<file path="config.mk">
export PLATFORM = sky130hd
export DESIGN_NAME = mppio_top
export DESIGN_NICKNAME = d
export VERILOG_FILES = /design/src/mppio_pkg.sv /design/src/mppio_top.sv
export SDC_FILE = /design/constraint.sdc
export NUM_CORES = 1
export LEC_CHECK = 0
export BUFFER_PORTS_ARGS = -buffer_cell sky130_fd_sc_hd__buf_2
export CORE_MARGIN = 2
export CORE_UTILIZATION = 45
export CTS_CLUSTER_SIZE = 28
export DETAILED_ROUTE_END_ITERATION = 10
export PLACE_DENSITY = 0.69
export SLEW_MARGIN = 25
export SYNTH_ARGS = -nofsm -noshare
export SYNTH_HDL_FRONTEND = slang
export SYNTH_SLANG_ARGS = --single-unit
</file>
<file path="constraint.sdc">
create_clock -name sys_clk -period 2 [get_ports sys_clk]
set_input_delay 0 -clock sys_clk [delete_from_list [all_inputs] [get_ports sys_clk]]
set_output_delay 0 -clock sys_clk [all_outputs]
set_load 0.02 [all_outputs]
</file>
<file path="src/mppio_pkg.sv">
// Package of constants and types for the multi-port parallel I/O block
package mppio_pkg;
  // ==========================================================
  // Pad layout
  localparam int NPORT = 6;
  localparam int NPAD = 43;
  localparam int P1_LSB = 0;
  localparam int P2_LSB = 8;
  localparam int P3_LSB = 11;
  localparam int P4_LSB = 19;
  localparam int P5_LSB = 27;
  localparam int P6_LSB = 35;
  localparam int PORT_LSB [NPORT] = '{P1_LSB, P2_LSB, P3_LSB, P4_LSB, P5_LSB, P6_LSB};
  localparam int PORT_W [NPORT] = '{8, 3, 8, 8, 8, 8};
  localparam int P2_STOP_BIT = 0;
  localparam int P2_XIN_BIT = 1;
  localparam int P2_XOUT_BIT = 2;
  localparam int P4_IDX = 3;
  // ==========================================================
  // Register offsets
  localparam int AW = 12;
  localparam logic [AW-1:0] LAT_OFF [NPORT] =
    '{12'h001, 12'h002, 12'h003, 12'h004, 12'h005, 12'h006};
  localparam logic [AW-1:0] DIR_OFF [NPORT] =
    '{12'h00a, 12'hfff, 12'h00c, 12'h00d, 12'h00e, 12'h02e};
  localparam logic [AW-1:0] OFF_P2_PIN = 12'h012;
  localparam logic [AW-1:0] OFF_P4_PIN = 12'h014;
  localparam logic [AW-1:0] OFF_P4_OD = 12'h02d;
  localparam logic [AW-1:0] OFF_ADC_CTRL = 12'h026;
  localparam logic [AW-1:0] OFF_P6_PU = 12'hfbc;
  // ==========================================================
  // Fields and reset values
  localparam int ADC_CH_LSB = 0;
  localparam int ADC_CH_W = 4;
  localparam int ADC_ANALOG_DISABLE_SELECT_BIT = 4;
  localparam logic [NPAD-1:0] LAT_RST = {8'h00, 8'h00, 8'hff, 8'hff, 3'h7, 8'h00};
  localparam logic [NPAD-1:0] DIR_RST = {NPAD{1'b0}};
  localparam logic [7:0] OD_RST = 8'h00;
  localparam logic [7:0] PU_RST = 8'h00;
  localparam logic ANALOG_DISABLE_SELECT_RST = 1'b1;
  localparam logic [ADC_CH_W-1:0] CH_RST = 4'h0;
  // ==========================================================
  // Pad drive carrier
  typedef struct packed {
    logic [NPAD-1:0] out;
    logic [NPAD-1:0] oe;
  } mppio_pad_t;
endpackage

</file>
<file path="src/mppio_top.sv">
// Six-port parallel I/O with register access, pad sync and pad drive
// Behaviour
// - Port one: eight pins, direction and latch reset to zero.
// - Port two is three bits wide, latch resets to all ones.
// - Port two latch and pin levels read at separate addresses.
// - Port two read bits seven to three carry no value.
// - Stop mode forces port two pin zero to high impedance always.
// - Dual-clock mode gives port two pins one and two to oscillator.
// - Port three resets to input with latches all ones.
// - Port four resets to input with latches all ones.
// - Port four per-bit open-drain select, reset zero gives tri-state.
// - Port four latch and pin levels read at separate addresses.
// - Port four bit-op write keeps latch bits of input pins.
// - Port five: eight direction bits reset input, latches reset zero.
// - Port six resets cleared, analog disable set, inputs read zero.
// - Port six read returns zero on analog input bits.
// - Fixed-zero input pins always read zero regardless of pad or pull-up.
// - Port six pull-up enables reset zero, suppressed on output pins.
`timescale 1ns/1ps
module mppio_top
  import mppio_pkg::*;
(
  input wire logic sys_clk,
  input wire logic rst_n,
  input wire logic [AW-1:0] reg_addr,
  input wire logic [7:0] reg_wdata,
  input wire logic reg_wr,
  input wire logic reg_rd,
  input wire logic reg_bitop,
  output logic [7:0] reg_rdata,
  input wire logic [NPAD-1:0] pad_in,
  output mppio_pad_t pad,
  input wire logic [NPAD-1:0] alt_out,
  output logic [NPAD-1:0] pin_level,
  input wire logic stop_mode,
  input wire logic stop_output_hold_enable,
  input wire logic low_freq_osc_enable,
  output logic [7:0] analog_in_en,
  output logic [ADC_CH_W-1:0] conversion_channel_select,
  output logic [7:0] pullup_en
);
  // ==========================================================
  // State
  logic [NPAD-1:0] lat_ff;
  logic [NPAD-1:0] dir_ff;
  logic [7:0] od_ff;
  logic [7:0] pu_ff;
  logic analog_disable_select_ff;
  logic [ADC_CH_W-1:0] ch_ff;
  logic [NPAD-1:0] sync1_ff;
  logic [NPAD-1:0] sync2_ff;
  logic [NPAD-1:0] sync3_ff;
  logic [NPAD-1:0] pin_ff;
  logic [7:0] rdata_ff;
  logic [NPAD-1:0] nxt_lat;
  logic [NPAD-1:0] nxt_dir;
  logic [7:0] nxt_rdata;

  // ==========================================================
  // Register writes, one generate slice per port
  genvar gi;
  generate
    for (gi = 0; gi < NPORT; gi++) begin : g_port
      localparam int L = PORT_LSB[gi];
      localparam int W = PORT_W[gi];
      wire lat_hit = reg_wr && (reg_addr == LAT_OFF[gi]);
      wire dir_hit = reg_wr && (reg_addr == DIR_OFF[gi]) && (gi != 1);
      wire [W-1:0] d_cur = dir_ff[L +: W];
      wire [W-1:0] l_cur = lat_ff[L +: W];
      wire [W-1:0] w_bits = reg_wdata[W-1:0];
      wire keep_in = reg_bitop && (gi == P4_IDX);
      // Port four bit-op write only lands on output pins
      wire [W-1:0] l_new = keep_in ? ((w_bits & d_cur) | (l_cur & ~d_cur)) : w_bits;
      assign nxt_lat[L +: W] = lat_hit ? l_new : l_cur;
      assign nxt_dir[L +: W] = dir_hit ? w_bits : d_cur;
    end
  endgenerate

  wire od_hit = reg_wr && (reg_addr == OFF_P4_OD);
  wire pu_hit = reg_wr && (reg_addr == OFF_P6_PU);
  wire adc_hit = reg_wr && (reg_addr == OFF_ADC_CTRL);

  always_ff @(posedge sys_clk or negedge rst_n) begin
    if (!rst_n) begin
      lat_ff <= LAT_RST;
      dir_ff <= DIR_RST;
      od_ff <= OD_RST;
      pu_ff <= PU_RST;
      analog_disable_select_ff <= ANALOG_DISABLE_SELECT_RST;
      ch_ff <= CH_RST;
    end else begin
      lat_ff <= nxt_lat;
      dir_ff <= nxt_dir;
      if (od_hit) begin
        od_ff <= reg_wdata;
      end
      if (pu_hit) begin
        pu_ff <= reg_wdata;
      end
      if (adc_hit) begin
        analog_disable_select_ff <= reg_wdata[ADC_ANALOG_DISABLE_SELECT_BIT];
        ch_ff <= reg_wdata[ADC_CH_LSB +: ADC_CH_W];
      end
    end
  end

  // ==========================================================
  // Pad input synchroniser, level taken once stages two and three agree
  always_ff @(posedge sys_clk or negedge rst_n) begin
    if (!rst_n) begin
      sync1_ff <= '0;
      sync2_ff <= '0;
      sync3_ff <= '0;
      pin_ff <= '0;
    end else begin
      sync1_ff <= pad_in;
      sync2_ff <= sync1_ff;
      sync3_ff <= sync2_ff;
      pin_ff <= (sync2_ff & ~(sync2_ff ^ sync3_ff)) | (pin_ff & (sync2_ff ^ sync3_ff));
    end
  end

  // ==========================================================
  // Port six mode decode
  wire [7:0] p6_dir = dir_ff[P6_LSB +: 8];
  wire [7:0] p6_lat = lat_ff[P6_LSB +: 8];
  wire [7:0] p6_zero_in = ~p6_dir & ~p6_lat;
  wire [7:0] p6_digital_in = ~p6_dir & p6_lat;
  wire [7:0] p6_read = (p6_dir & p6_lat) | (p6_digital_in & pin_ff[P6_LSB +: 8]);
  assign analog_in_en = p6_zero_in & {8{~analog_disable_select_ff}};
  assign pullup_en = pu_ff & ~p6_dir;
  assign conversion_channel_select = ch_ff;

  // ==========================================================
  // Port two oscillator hand-over
  wire [2:0] p2_osc_mask = low_freq_osc_enable ? 3'h6 : 3'h0;
  wire [2:0] p2_pin = pin_ff[P2_LSB +: 3] & ~p2_osc_mask;

  // ==========================================================
  // Read mux for single-address ports: output bits show latch
  wire [NPAD-1:0] mix_read = (dir_ff & lat_ff) | (~dir_ff & pin_ff);

  always_comb begin
    nxt_rdata = 8'h00;
    unique case (reg_addr)
      LAT_OFF[0]: nxt_rdata = mix_read[P1_LSB +: 8];
      LAT_OFF[1]: nxt_rdata = {5'h00, lat_ff[P2_LSB +: 3]};
      OFF_P2_PIN: nxt_rdata = {5'h00, p2_pin};
      LAT_OFF[2]: nxt_rdata = mix_read[P3_LSB +: 8];
      LAT_OFF[3]: nxt_rdata = lat_ff[P4_LSB +: 8];
      OFF_P4_PIN: nxt_rdata = pin_ff[P4_LSB +: 8];
      LAT_OFF[4]: nxt_rdata = mix_read[P5_LSB +: 8];
      LAT_OFF[5]: nxt_rdata = p6_read;
      DIR_OFF[0]: nxt_rdata = dir_ff[P1_LSB +: 8];
      DIR_OFF[2]: nxt_rdata = dir_ff[P3_LSB +: 8];
      DIR_OFF[3]: nxt_rdata = dir_ff[P4_LSB +: 8];
      DIR_OFF[4]: nxt_rdata = dir_ff[P5_LSB +: 8];
      DIR_OFF[5]: nxt_rdata = p6_dir;
      OFF_P4_OD: nxt_rdata = od_ff;
      OFF_P6_PU: nxt_rdata = pu_ff;
      OFF_ADC_CTRL: nxt_rdata = {3'h0, analog_disable_select_ff, ch_ff};
      default: nxt_rdata = 8'h00;
    endcase
  end

  always_ff @(posedge sys_clk or negedge rst_n) begin
    if (!rst_n) begin
      rdata_ff <= 8'h00;
    end else begin
      rdata_ff <= reg_rd ? nxt_rdata : 8'h00;
    end
  end
  assign reg_rdata = rdata_ff;
  assign pin_level = pin_ff;

  // ==========================================================
  // Pad drive
  wire [NPAD-1:0] drv_val = lat_ff & alt_out;
  wire [7:0] p4_oe = dir_ff[P4_LSB +: 8] & (~od_ff | ~drv_val[P4_LSB +: 8]);
  // Port two is sink-only: low latch pulls the pin down
  wire [2:0] p2_oe_raw = ~lat_ff[P2_LSB +: 3] & ~p2_osc_mask;
  wire [2:0] p2_stop_mask = stop_mode ? 3'h1 : 3'h0;
  wire [2:0] p2_oe = p2_oe_raw & ~p2_stop_mask;
  wire [NPAD-1:0] oe_run = {dir_ff[P6_LSB +: 8], dir_ff[P5_LSB +: 8], p4_oe,
                            dir_ff[P3_LSB +: 8], p2_oe, dir_ff[P1_LSB +: 8]};
  wire stop_float = stop_mode && !stop_output_hold_enable;

  assign pad.out = drv_val;
  assign pad.oe = stop_float ? '0 : oe_run;

  // ==========================================================
  // Checks
  p1_reset_a: assert property (@(posedge sys_clk) $rose(rst_n) |->
    lat_ff[P1_LSB +: 8] == 8'h00 && dir_ff[P1_LSB +: 8] == 8'h00)
    else $error("port one reset state wrong");
  p2_reset_a: assert property (@(posedge sys_clk) $rose(rst_n) |->
    lat_ff[P2_LSB +: 3] == 3'h7) else $error("port two latch not all ones");
  p2_pin_addr_a: assert property (@(posedge sys_clk) disable iff (!rst_n)
    reg_rd && reg_addr == OFF_P2_PIN |=> reg_rdata == {5'h00, $past(p2_pin)})
    else $error("port two pin read wrong");
  p2_hi_bits_a: assert property (@(posedge sys_clk) disable iff (!rst_n)
    reg_rd && (reg_addr == OFF_P2_PIN || reg_addr == LAT_OFF[1]) |=> reg_rdata[7:3] == 5'h00)
    else $error("port two upper bits set");
  p20_stop_a: assert property (@(posedge sys_clk) disable iff (!rst_n)
    stop_mode |-> !pad.oe[P2_LSB + P2_STOP_BIT]) else $error("stop release pin driven in stop");
  osc_pins_a: assert property (@(posedge sys_clk) disable iff (!rst_n)
    low_freq_osc_enable |-> pad.oe[P2_LSB + P2_XOUT_BIT -: 2] == 2'b00)
    else $error("oscillator pins driven");
  p34_reset_a: assert property (@(posedge sys_clk) $rose(rst_n) |->
    lat_ff[P3_LSB +: 16] == 16'hffff && dir_ff[P3_LSB +: 16] == 16'h0000)
    else $error("port three or four reset wrong");
  od_sink_a: assert property (@(posedge sys_clk) disable iff (!rst_n)
    od_ff[0] && drv_val[P4_LSB] |-> !pad.oe[P4_LSB]) else $error("open drain drives high");
  p4_latch_a: assert property (@(posedge sys_clk) disable iff (!rst_n)
    reg_rd && reg_addr == LAT_OFF[3] |=> reg_rdata == $past(lat_ff[P4_LSB +: 8]))
    else $error("port four latch read wrong");
  bitop_keep_a: assert property (@(posedge sys_clk) disable iff (!rst_n)
    reg_wr && reg_bitop && reg_addr == LAT_OFF[3] |=>
    (lat_ff[P4_LSB +: 8] & ~$past(dir_ff[P4_LSB +: 8])) ==
    ($past(lat_ff[P4_LSB +: 8]) & ~$past(dir_ff[P4_LSB +: 8])))
    else $error("bit op hit input latch");
  p5_reset_a: assert property (@(posedge sys_clk) $rose(rst_n) |->
    lat_ff[P5_LSB +: 8] == 8'h00 && dir_ff[P5_LSB +: 8] == 8'h00)
    else $error("port five reset wrong");
  p6_reset_a: assert property (@(posedge sys_clk) $rose(rst_n) |->
    analog_disable_select_ff && analog_in_en == 8'h00 && p6_read == 8'h00) else $error("port six reset wrong");
  p6_zero_read_a: assert property (@(posedge sys_clk) disable iff (!rst_n)
    reg_rd && reg_addr == LAT_OFF[5] |=> (reg_rdata & $past(p6_zero_in)) == 8'h00)
    else $error("port six zero bit read high");
  analog_mode_a: assert property (@(posedge sys_clk) disable iff (!rst_n)
    analog_in_en != 8'h00 |-> !analog_disable_select_ff && (analog_in_en & (p6_dir | p6_lat)) == 8'h00)
    else $error("analog mode decode wrong");
  pullup_out_a: assert property (@(posedge sys_clk) disable iff (!rst_n)
    (pullup_en & p6_dir) == 8'h00) else $error("pull-up on output pin");
  dir_write_a: assert property (@(posedge sys_clk) disable iff (!rst_n)
    reg_wr && reg_addr == DIR_OFF[4] |=> dir_ff[P5_LSB +: 8] == $past(reg_wdata))
    else $error("direction write lost");

  // ==========================================================
  // Drive and read-back checks
  p1_drive_a: assert property (@(posedge sys_clk) disable iff (!rst_n)
    !stop_float |-> pad.oe[P1_LSB +: 8] == dir_ff[P1_LSB +: 8])
    else $error("port one drive not from direction");
  p3_drive_a: assert property (@(posedge sys_clk) disable iff (!rst_n)
    !stop_float |-> pad.oe[P3_LSB +: 8] == dir_ff[P3_LSB +: 8])
    else $error("port three drive not from direction");
  p5_drive_a: assert property (@(posedge sys_clk) disable iff (!rst_n)
    !stop_float |-> pad.oe[P5_LSB +: 8] == dir_ff[P5_LSB +: 8])
    else $error("port five drive not from direction");
  p6_drive_a: assert property (@(posedge sys_clk) disable iff (!rst_n)
    !stop_float |-> pad.oe[P6_LSB +: 8] == p6_dir)
    else $error("port six drive not from direction");
  stop_float_a: assert property (@(posedge sys_clk) disable iff (!rst_n)
    stop_mode && !stop_output_hold_enable |-> pad.oe == '0)
    else $error("pins driven in stop without hold");
  stop_hold_a: assert property (@(posedge sys_clk) disable iff (!rst_n)
    stop_mode && stop_output_hold_enable && !low_freq_osc_enable |->
    pad.oe[P2_LSB + 1 +: 2] == ~lat_ff[P2_LSB + 1 +: 2]) else $error("hold lost port two drive");
  osc_read_a: assert property (@(posedge sys_clk) disable iff (!rst_n)
    reg_rd && reg_addr == OFF_P2_PIN && low_freq_osc_enable |=> reg_rdata[2:1] == 2'b00)
    else $error("oscillator pins read high");
  p2_latch_addr_a: assert property (@(posedge sys_clk) disable iff (!rst_n)
    reg_rd && reg_addr == LAT_OFF[1] |=> reg_rdata == {5'h00, $past(lat_ff[P2_LSB +: 3])})
    else $error("port two latch read wrong");
  p2_latch_wr_a: assert property (@(posedge sys_clk) disable iff (!rst_n)
    reg_wr && reg_addr == LAT_OFF[1] |=> lat_ff[P2_LSB +: 3] == $past(reg_wdata[2:0]))
    else $error("port two latch write lost");
  p2_release_a: assert property (@(posedge sys_clk) $rose(rst_n) |->
    pad.oe[P2_LSB +: 3] == 3'h0) else $error("port two sinks after reset");
  p4_pin_addr_a: assert property (@(posedge sys_clk) disable iff (!rst_n)
    reg_rd && reg_addr == OFF_P4_PIN |=> reg_rdata == $past(pin_ff[P4_LSB +: 8]))
    else $error("port four pin read wrong");
  p4_tristate_a: assert property (@(posedge sys_clk) disable iff (!rst_n)
    !stop_float |-> (dir_ff[P4_LSB +: 8] & ~od_ff & ~pad.oe[P4_LSB +: 8]) == 8'h00)
    else $error("tri-state output not driven");
  p4_input_a: assert property (@(posedge sys_clk) disable iff (!rst_n)
    (pad.oe[P4_LSB +: 8] & ~dir_ff[P4_LSB +: 8]) == 8'h00)
    else $error("port four input driven");
  style_reset_a: assert property (@(posedge sys_clk) $rose(rst_n) |->
    od_ff == 8'h00 && pu_ff == 8'h00) else $error("drive style or pull-up reset wrong");
  p6_out_read_a: assert property (@(posedge sys_clk) disable iff (!rst_n)
    reg_rd && reg_addr == LAT_OFF[5] |=>
    (reg_rdata & $past(p6_dir)) == ($past(p6_lat) & $past(p6_dir)))
    else $error("port six output bit read wrong");
  p6_in_read_a: assert property (@(posedge sys_clk) disable iff (!rst_n)
    reg_rd && reg_addr == LAT_OFF[5] |=>
    (reg_rdata & $past(p6_digital_in)) == ($past(pin_ff[P6_LSB +: 8]) & $past(p6_digital_in)))
    else $error("port six input bit read wrong");
  analog_read_a: assert property (@(posedge sys_clk) disable iff (!rst_n)
    reg_rd && reg_addr == LAT_OFF[5] |=> (reg_rdata & $past(analog_in_en)) == 8'h00)
    else $error("analog bit read high");
  pullup_wr_a: assert property (@(posedge sys_clk) disable iff (!rst_n)
    reg_wr && reg_addr == OFF_P6_PU |=> pu_ff == $past(reg_wdata))
    else $error("pull-up write lost");
  p1_latch_wr_a: assert property (@(posedge sys_clk) disable iff (!rst_n)
    reg_wr && reg_addr == LAT_OFF[0] |=> lat_ff[P1_LSB +: 8] == $past(reg_wdata))
    else $error("port one latch write lost");
  adc_disable_wr_a: assert property (@(posedge sys_clk) disable iff (!rst_n)
    reg_wr && reg_addr == OFF_ADC_CTRL |=> analog_disable_select_ff == $past(reg_wdata[ADC_ANALOG_DISABLE_SELECT_BIT]))
    else $error("analog disable write lost");
  pin_agree_a: assert property (@(posedge sys_clk) disable iff (!rst_n)
    sync2_ff == sync3_ff |=> pin_ff == $past(sync2_ff))
    else $error("pin level not taken on agreement");
endmodule

</file>
== Word-level counts from Yosys, hierarchy flattened ==
Index checks and enable logic that the tools add are counted.

* Bits in writable memories: 0
* Memories: 0
* Register bits after elaboration: 284
* Logic and storage cells: 92
* ROM bits: 0
* Input port bits: 114
* Bits in latches: 0

* Eq/ne operators: 16
* $add $sub $neg: 0
* Multiply operators: 0
* Bitwise logic cells: 34
* Order comparisons: 0
* Shift-type cells: 0
* Multiplexer cells: 6
* Reductions and logical operators: 16
* Div/mod/pow operators: 0

{| class="wikitable"
|+ Operators by type and width
! cell !! number
|-
| $and A43 B43 Y43 || 3
|-
| $pmux W8 S16 || 1
|-
| $and A8 B8 Y8 || 9
|-
| $and A35 B35 Y35 || 2
|-
| $eq A12 B4 Y1 const B || 4
|-
| $mux W43 || 1
|-
| $not A43 Y43 || 1
|-
| $or A43 B43 Y43 || 1
|-
| $xor A43 B43 Y43 || 1
|-
| $not A8 Y8 || 5
|-
| $eq A12 B3 Y1 const B || 3
|-
| $eq A12 B6 Y1 const B || 3
|-
| $not A35 Y35 || 1
|-
| $or A35 B35 Y35 || 1
|-
| $eq A12 B2 Y1 const B || 2
|-
| $eq A12 B5 Y1 const B || 2
|-
| $or A8 B8 Y8 || 3
|-
| $mux W8 || 2
|-
| $logic_and A1 B1 Y1 || 15
|-
| $eq A12 B1 Y1 const B || 1
|-
| $eq A12 B12 Y1 const B || 1
|-
| $and A3 B3 Y3 || 3
|-
| $not A3 Y3 || 2
|-
| $mux W3 || 1
|-
| 4 further kinds || 4
|}

== Logic depth before layout (Yosys ltp) ==
Gate-level depths: netlist of run 1.

* Depth in word-level cells: 6
* Mapped depth: 9

== Least setup slack after synthesis of run 1 ==
No wires, ideal clock.

* Path kind: input port to flip-flop
* From: input reg_addr[6]
* To: register dir_ff[35]
* Required time: 1875 ps
* Cell stages on the path: 6
* Arrival time: 1492 ps
* Buffers on the path: 1
* Setup slack: 383 ps
* Library setup time: 125 ps
* Cells stage by stage: or4_4 -> nor3_4 -> and2_4 -> buf_8 -> nand2_8 -> mux2_4

* Longest elaborated chain between the ends: 2

{| class="wikitable"
|+ RTL lines
! item !! line !! text
|-
| start: declaration || mppio_top.sv:25 || <nowiki>input wire logic [AW-1:0] reg_addr,</nowiki>
|-
| $eq A12 B6 Y1 || mppio_top.sv:67 || <nowiki>wire dir_hit = reg_wr && (reg_addr == DIR_OFF[gi]) && (gi != 1);</nowiki>
|-
| $logic_and A1 B1 Y1 || mppio_top.sv:67 ||
|-
| end signal: assignment || mppio_top.sv:93 || <nowiki>dir_ff <= nxt_dir;</nowiki>
|-
| end: declaration || mppio_top.sv:45 || <nowiki>logic [NPAD-1:0] dir_ff;</nowiki>
|}

No other way between the ends.
A chain may end at the register's enable or synchronous reset.

== Final worst setup path of run 1 ==
* From: input reg_addr[6]
* To: register dir_ff[5]

* Longest elaborated chain between the ends: 2

{| class="wikitable"
|+ RTL lines
! item !! line
|-
| $eq A12 B4 Y1 || mppio_top.sv:67
|-
| $logic_and A1 B1 Y1 || mppio_top.sv:67
|}

No other way between the ends.

==> impl_metrics.toml, run 1 <==
[synth]
synth.net_count = 919
edff_count_synth = 0
synth_fa_ha_area_share_pct = 3.82
synth-compound-area-share_pct = 6.48
synth_simple_gate_area_share_pct = 12.1
postSynthRegisterBits = 284
syn_avg_cell_area_um2 = 14.0
ys_dominant_reg_cell = "sky130_fd_sc_hd__dfrtp_1"
yosys_warn_count = 0
post_synth_inst_count = 805
synth_async_sr_flop_share_pct = 100
synth_sequential_area_ratio_pct = 63.2
number_of_distinct_library_cells_after_synthesis = 68
synth_top_family_by_area = "multiplexers"
synth_mux_area_share_pct = 12.3
synth_xor_xnor_area_share_pct = 0.0776
post_synth_design_cell_area_mm2 = 0.0113

[power]
p_per_area_mw_per_mm2 = 872
leakagePower_uw = 0.00717
clock_power_share_pct = 45.2
peakVddDrop_uv = 879
fraction_of_power_consumed_by_combinational_cells_pct = 7.4
netSwitchingFraction_pct = 22.8
seqPwrFrac_pct = 47.4
switching_power_uw = 2960
internal_power_uw = 10000

[placement]
post-place-ws_ps = 141
post-dp-hpwl_um = 23400
gp_congestion = 0.923
place.port_buffers = 270

[floorplan]
placeableCoreArea_mm2 = 0.0245
floorplan.rows = 57
die_area_mm2 = 0.0264
die_height_um = 162
die_w_um = 162
initial_core_util_pct = 46.1
num_io_pins = 271

[global_route]
grt_antenna_before_repair = 4
maximum_number_of_pins_on_one_net_before_global_route_repair = 69
number_of_global_route_vias_before_repair = 8173
grt.total_usage_pct = 24.8
grt_pass1_wl_um = 49500
globalRoute.totalOverflow = 0

[worst_setup_path]
worstSetupPathType = "in -> reg"
crit_path_start_kind = "input port"
timing.critical_path.required_ps = 2420
worst_setup_path_end_kind = "flop"
critPathMaxFanout = 9
worst-endpoint-arrival_ps = 2310

[job]
drv_cap = 0

[sta]
worst_hold_slack_ps = -1.68
timing.final.setup_violations = 0
layout_worst_path_cycle_share_pct = 94.6
worst_setup_slack_final_ps = 109
setup_tns_final_ps = 0
worst_slew_margin_rel_pct = 60.3
timing.final.max_slew_violations = 0
achievable-frequency_ghz = 0.529
rsz0062_at_grt = "no"
finalClockSkew_ps = 8.37
tightest_slew_ps = 596
timing.final.crit_period_ps = 1890
hold_viol = 2

[drt]
drt-initial-drc-count = 628
wirelength_um = 32400
drtPass1Iterations = 5
detail_route.vias_per_cell = 5.34
wl_per_cell_um = 21.3
post-route-drc-count = 0
via_count = 8106
route.antenna.remaining_nets = 0

[layout]
commonest_non_fill_non_tap_cell_in_the_layout = "sky130_fd_sc_hd__buf_2"
finish.net_count = 1282
fillCellCount = 1899
most-common-layout-cells = "sky130_fd_sc_hd__buf_2 (269), sky130_fd_sc_hd__dfrtp_1 (264), sky130_fd_sc_hd__mux2_2 (93)"
area_growth_pct = 31.8
drive_above_1_share_pct = 43.6

[clock_network]
cts.reportedPaths.clkPinSlew_ps = 60
cts_root_buf = "sky130_fd_sc_hd__clkbuf_16"
clkLatencyLatePin_ps = 540
clock_path_buffers = 3
cts_buffers = 29
clock-sinks = 284
post_cts_resized = 0
h-tree-depth = 1
tritoncts_clock_tree = "built"

[min_path]
hold_class = "in -> async"

[run_status]
failed_checks = "negative hold slack"
run_status = "finished with violations"
[repair_timing]
action / 4_1_cts / 5_1_grt
setup endpoints to repair: 0 / 1
endpoints found under the hold margin: 421 / 0
buffers inserted: 0 / 1
hold buffers: 57 / 0
[cell usage after synthesis (4+ instances only)]
| cell type | count | area share, % |
|---|---|---|
| sky130_fd_sc_hd__mux2_4 | 13 | 1.7 |
| sky130_fd_sc_hd__mux2i_1 | 13 | 1.2 |
| sky130_fd_sc_hd__nor2_1 | 16 | 0.53 |
| sky130_fd_sc_hd__dfstp_2 | 20 | 4.7 |
| sky130_fd_sc_hd__nand2_1 | 28 | 0.93 |
| sky130_fd_sc_hd__nand3_1 | 6 | 0.27 |
| sky130_fd_sc_hd__buf_2 | 12 | 0.53 |
| sky130_fd_sc_hd__o211ai_1 | 9 | 0.60 |
| sky130_fd_sc_hd__clkbuf_1 | 14 | 0.47 |
| sky130_fd_sc_hd__a221oi_1 | 5 | 0.39 |
| sky130_fd_sc_hd__inv_1 | 14 | 0.47 |
| sky130_fd_sc_hd__nand3_4 | 7 | 1.1 |
| sky130_fd_sc_hd__a32oi_1 | 6 | 0.47 |
| sky130_fd_sc_hd__a21oi_1 | 24 | 1.1 |
| sky130_fd_sc_hd__buf_4 | 4 | 0.27 |
| sky130_fd_sc_hd__mux2_2 | 93 | 9.3 |
| sky130_fd_sc_hd__nor2b_1 | 11 | 0.61 |
| sky130_fd_sc_hd__and3_1 | 6 | 0.33 |
| sky130_fd_sc_hd__a211oi_1 | 8 | 0.53 |
| sky130_fd_sc_hd__nor3_1 | 12 | 0.53 |
| sky130_fd_sc_hd__a22oi_1 | 9 | 0.60 |
| sky130_fd_sc_hd__and2_1 | 72 | 4.0 |
| sky130_fd_sc_hd__a31oi_1 | 9 | 0.50 |
| sky130_fd_sc_hd__o21ai_0 | 23 | 1.0 |
| sky130_fd_sc_hd__maj3_1 | 43 | 3.8 |
| sky130_fd_sc_hd__nand4_1 | 6 | 0.33 |
| sky130_fd_sc_hd__dfrtp_1 | 264 | 59 |
[critical path: stages]
cell                            delay [ps]
sky130_fd_sc_hd__buf_2                 100
sky130_fd_sc_hd__or4_4                 580
sky130_fd_sc_hd__dlygate4sd3_1         650
sky130_fd_sc_hd__nor2_4                210
sky130_fd_sc_hd__buf_4                 220
sky130_fd_sc_hd__nand3_4               210
sky130_fd_sc_hd__mux2_2                340
[area by class of cell]
class	instances	area, um2	area share, %
Antenna cell	3	7.51	0.0505
Clock buffer	38	850	5.71
Clock inverter	16	221	1.49
Inverter	14	52.6	0.353
Multi-Input combinational cell	473	3930	26.4
Sequential cell	284	7130	48.0
Tap cell	324	405	2.73
Timing Repair Buffer	366	2270	15.3
[through the flow]
step	util, %	cell area, um2	hold WS [ps]	power, uW	cells
6_report	60.8	14900	-1.68	13000	1518
4_1_cts	60.7	14900	23.1	13100	1514
5_1_grt	60.8	14900	35.1	13400	1518
3_5_place_dp	54.0	13200	-0.187	7120	1403
2_1_floorplan	-	11300	-296	6580	805
3_3_place_gp	54.0	13200	3.59	7100	1403
[routing by layer]
layer	GRT usage (%)	vias up	wire [um]
met5	0	-	11
li1	-	3616	-
met3	5.32	49	2430
met2	37.9	361	14600
met1	36.4	4078	14500
met4	6.56	2	866
[final timing paths]
kind | cells after the start | slack (ps) | endpoint | startpoint
worst max-delay path | 7 | 110 | dir_ff[5] | reg_addr[6]
worst min-delay path | 2 | -2 | sync1_ff[16] | rst_n
worst max register to register | 6 | 290 | reg_rdata[5] | flop
worst min register to register | 0 | 350 | sync2_ff[18] | sync1_ff[18]
max in group asynchronous | 3 | 1220 | async pin | rst_n
min in group sys_clk | 5 | 40 | reg_rdata[1] | reg_addr[10]
[logic make-up after synthesis]
logic type                 count (synthesis)
muxes                                    120
AOI/OAI and AO/OA                        110
and+or+nand+nor                          199
xor gates and xnor gates                   1
DFF                                      284
adders and majority gates                 43
buffers and inverters                     48
[power groups by stage]
stage / logic, uW / clock network [uW] / registers, uW
after detailed placement: 878 / 0 / 6240
after CTS: 965 / 5950 / 6140
final: 963 / 5860 / 6140
after floorplan: 284 / 0 / 6300
after global routing: 1040 / 6220 / 6170
after global placement: 866 / 0 / 6240
No activity file was read; power rests on OpenSTA's default activity.
==> run 2, diff against run 1 <==
--- a/config.mk
+++ b/config.mk
@@ -6,11 +6,13 @@
 export NUM_CORES = 1
 export LEC_CHECK = 0
 export BUFFER_PORTS_ARGS = -buffer_cell sky130_fd_sc_hd__buf_2
+export CELL_PAD_IN_SITES_DETAIL_PLACEMENT = 2
+export CELL_PAD_IN_SITES_GLOBAL_PLACEMENT = 2
 export CORE_MARGIN = 2
-export CORE_UTILIZATION = 45
+export CORE_UTILIZATION = 36
 export CTS_CLUSTER_SIZE = 28
 export DETAILED_ROUTE_END_ITERATION = 10
-export PLACE_DENSITY = 0.69
+export PLACE_DENSITY_LB_ADDON = 0.1
 export SLEW_MARGIN = 25
 export SYNTH_ARGS = -nofsm -noshare
 export SYNTH_HDL_FRONTEND = slang
==> run 2 against run 1 <==
Effect of this change: the flow now finishes without violations; fmax is 4.1% higher; core utilization decreased by 12 points; critical path depth fell by 3; routed wire length grew 18%; combinational power is 3.4% higher; first-iteration DRC count decreased by 36%; count of clock-buffer cells in the layout is 4 higher; setup slack better by 74 ps; sequential share of layout area is 0.39 points lower; flip-flop and latch count did not move; critical endpoint is now reg_rdata[2]; highest routed layer is now met4.
==> impl_metrics.toml, run 2 (synthesized netlist as in run 1, its figures left out) <==
[run_status]
run_status = "complete, no violations"

[layout]
most-common-layout-cells = "sky130_fd_sc_hd__buf_2 (269), sky130_fd_sc_hd__dfrtp_1 (264), sky130_fd_sc_hd__mux2_2 (93)"
utilization_pct = 48.7
area_growth_pct = 32.9
multi_input_comb_area_mm2 = 0.00393
commonest_non_fill_non_tap_cell_in_the_layout = "sky130_fd_sc_hd__buf_2"
drive_above_1_share_pct = 43.6
fin_cells = 1600
finish.net_count = 1296
regArea_mm2 = 0.00713
fillCellCount = 3073

[clock_network]
cts_buffers = 31
clock_path_buffers = 3
cts.reportedPaths.clkPinSlew_ps = 60
h-tree-depth = 1
clkLatencyLatePin_ps = 550
cts_root_buf = "sky130_fd_sc_hd__clkbuf_16"
tritoncts_clock_tree = "built"
clock-sinks = 284
post_cts_resized = 0

[worst_setup_path]
crit_path_cell_trace = "o211ai_1 > o211ai_1 > o21ai_0 > a31oi_1"
crit_path_start_kind = "flop"
worstSetupPathType = "reg -> reg"
worstReg2RegEnd = "reg_rdata[2]"
critPathTopFamily = "compound AO/OA/AOI/OAI gates"
r2r_setup_slack_ps = 180
worst_setup_path_end_kind = "flop"
timing.reg2reg.worst_path_depth = 4
cell_at_the_slowest_stage_of_the_critical_path = "sky130_fd_sc_hd__o211ai_1"
timing.critical_path.buf_inv = 0
timing.critical_path.required_ps = 2400
most_used_cell_cp = "sky130_fd_sc_hd__o211ai_1"
worstReg2RegStart = "dir_ff[37]"
critPathMaxFanout = 6
slowest_delay_ps = 470
worst-endpoint-arrival_ps = 2220

[placement]
post-dp-hpwl_um = 27200
place.port_buffers = 270
gp_congestion = 0.817
place.detailed.instances = 1487

[drt]
wirelength_um = 38300
drtPass1Iterations = 5
via_count = 8121
wl_per_cell_um = 24.0
post-route-drc-count = 0
drt-initial-drc-count = 405
route.antenna.remaining_nets = 0
detail_route.vias_per_cell = 5.08

[sta]
timing.final.crit_period_ps = 1820
setup_tns_final_ps = 0
rsz0062_at_grt = "no"
timing.final.setup_violations = 0
worst_slew_margin_rel_pct = 52.3
layout_worst_path_cycle_share_pct = 90.9
finalClockSkew_ps = 5.43
tightest_slew_ps = 710
hold_viol = 0
achievable-frequency_ghz = 0.550
timing.final.max_slew_violations = 0

[power]
p_per_area_mw_per_mm2 = 845
peakVddDrop_uv = 688
leakagePower_uw = 0.00720

[global_route]
grt_antenna_before_repair = 1
number_of_global_route_vias_before_repair = 9181
grt.total_usage_pct = 23.8
maximum_number_of_pins_on_one_net_before_global_route_repair = 54
grt_pass1_wl_um = 59100
globalRoute.totalOverflow = 0

[floorplan]
floorplan.rows = 64
die_height_um = 181
num_io_pins = 271
die_area_mm2 = 0.0328
die_w_um = 181
placeableCoreArea_mm2 = 0.0307
initial_core_util_pct = 36.7

[min_path]
hold_critical_path_depth = 2
hold_class = "in -> reg"
worst_hold_path.endpoint = "sync1_ff[1]"
worstHoldStart = "pad_in[1]"

[job]
drv_cap = 0
## run 2: cell types whose count changed in the layout (fill, tap and decap cells not counted), sizes merged
cell         before  now
buf             309  320
bufinv            5    1
clkbuf           38   42
clkinv            7    8
clkinvlp          2    3
diode             3    1
dlygate4sd3      57   58
inv              16   14
## run 2: per-layer routing
layer  track usage (%)  share of wire (%)
met3              3.65                4.7
met5                 0                  0
met1              33.5                 45
met4              4.13                1.6
met2              39.6                 49
## run 2: per-stage QoR
step	hold WS, ps	power, uW	cell area [um2]	setup WS [ps]
2_1_floorplan	-296	6580	11300	383
3_3_place_gp	-19.7	7130	13400	146
3_5_place_dp	-20.9	7170	13400	136
4_1_cts	56.8	12800	15000	155
5_1_grt	57.9	13200	15000	90.5
6_report	81.1	12700	15000	183
## run 2: worst max-delay path by stage
stage	start	endpoint	slack [ps]	cells after the start
2_1_floorplan	reg_addr[6]	dir_ff[35]	380	6
3_3_place_gp	reg_addr[6]	dir_ff[41]	150	6
3_5_place_dp	reg_addr[6]	dir_ff[35]	140	6
4_1_cts	dir_ff[35]	reg_rdata[0]	160	4
5_1_grt	dir_ff[35]	reg_rdata[0]	90	4
6_report	dir_ff[37]	reg_rdata[2]	180	4
## run 2: layout make-up
type | instances | area share [%]
Inverter | 14 | 0.351
Multi-Input combinational cell | 473 | 26.2
Antenna cell | 1 | 0.0167
Tap cell | 396 | 3.31
Sequential cell | 284 | 47.6
Timing Repair Buffer | 378 | 16.0
Clock inverter | 12 | 0.668
Clock buffer | 42 | 5.85
## run 2: worst reg2reg max path: stages, from the launching register on
cell	delay, ps
sky130_fd_sc_hd__dfrtp_1	460
sky130_fd_sc_hd__o211ai_1	470
sky130_fd_sc_hd__o211ai_1	170
sky130_fd_sc_hd__o21ai_0	420
sky130_fd_sc_hd__a31oi_1	140
## run 2: where the power goes
part / total, uW / internal, uW / switching (uW)
registers: 6150 / 5980 / 172
clock network: 5520 / 3180 / 2340
logic: 996 / 406 / 590
total: 12700 / 9560 / 3100
## run 2: what timing repair did
action / in CTS / in global routing
hold endpoints to repair: 407 / 0
hold buffers: 58 / 0
setup buffers: 0 / 0
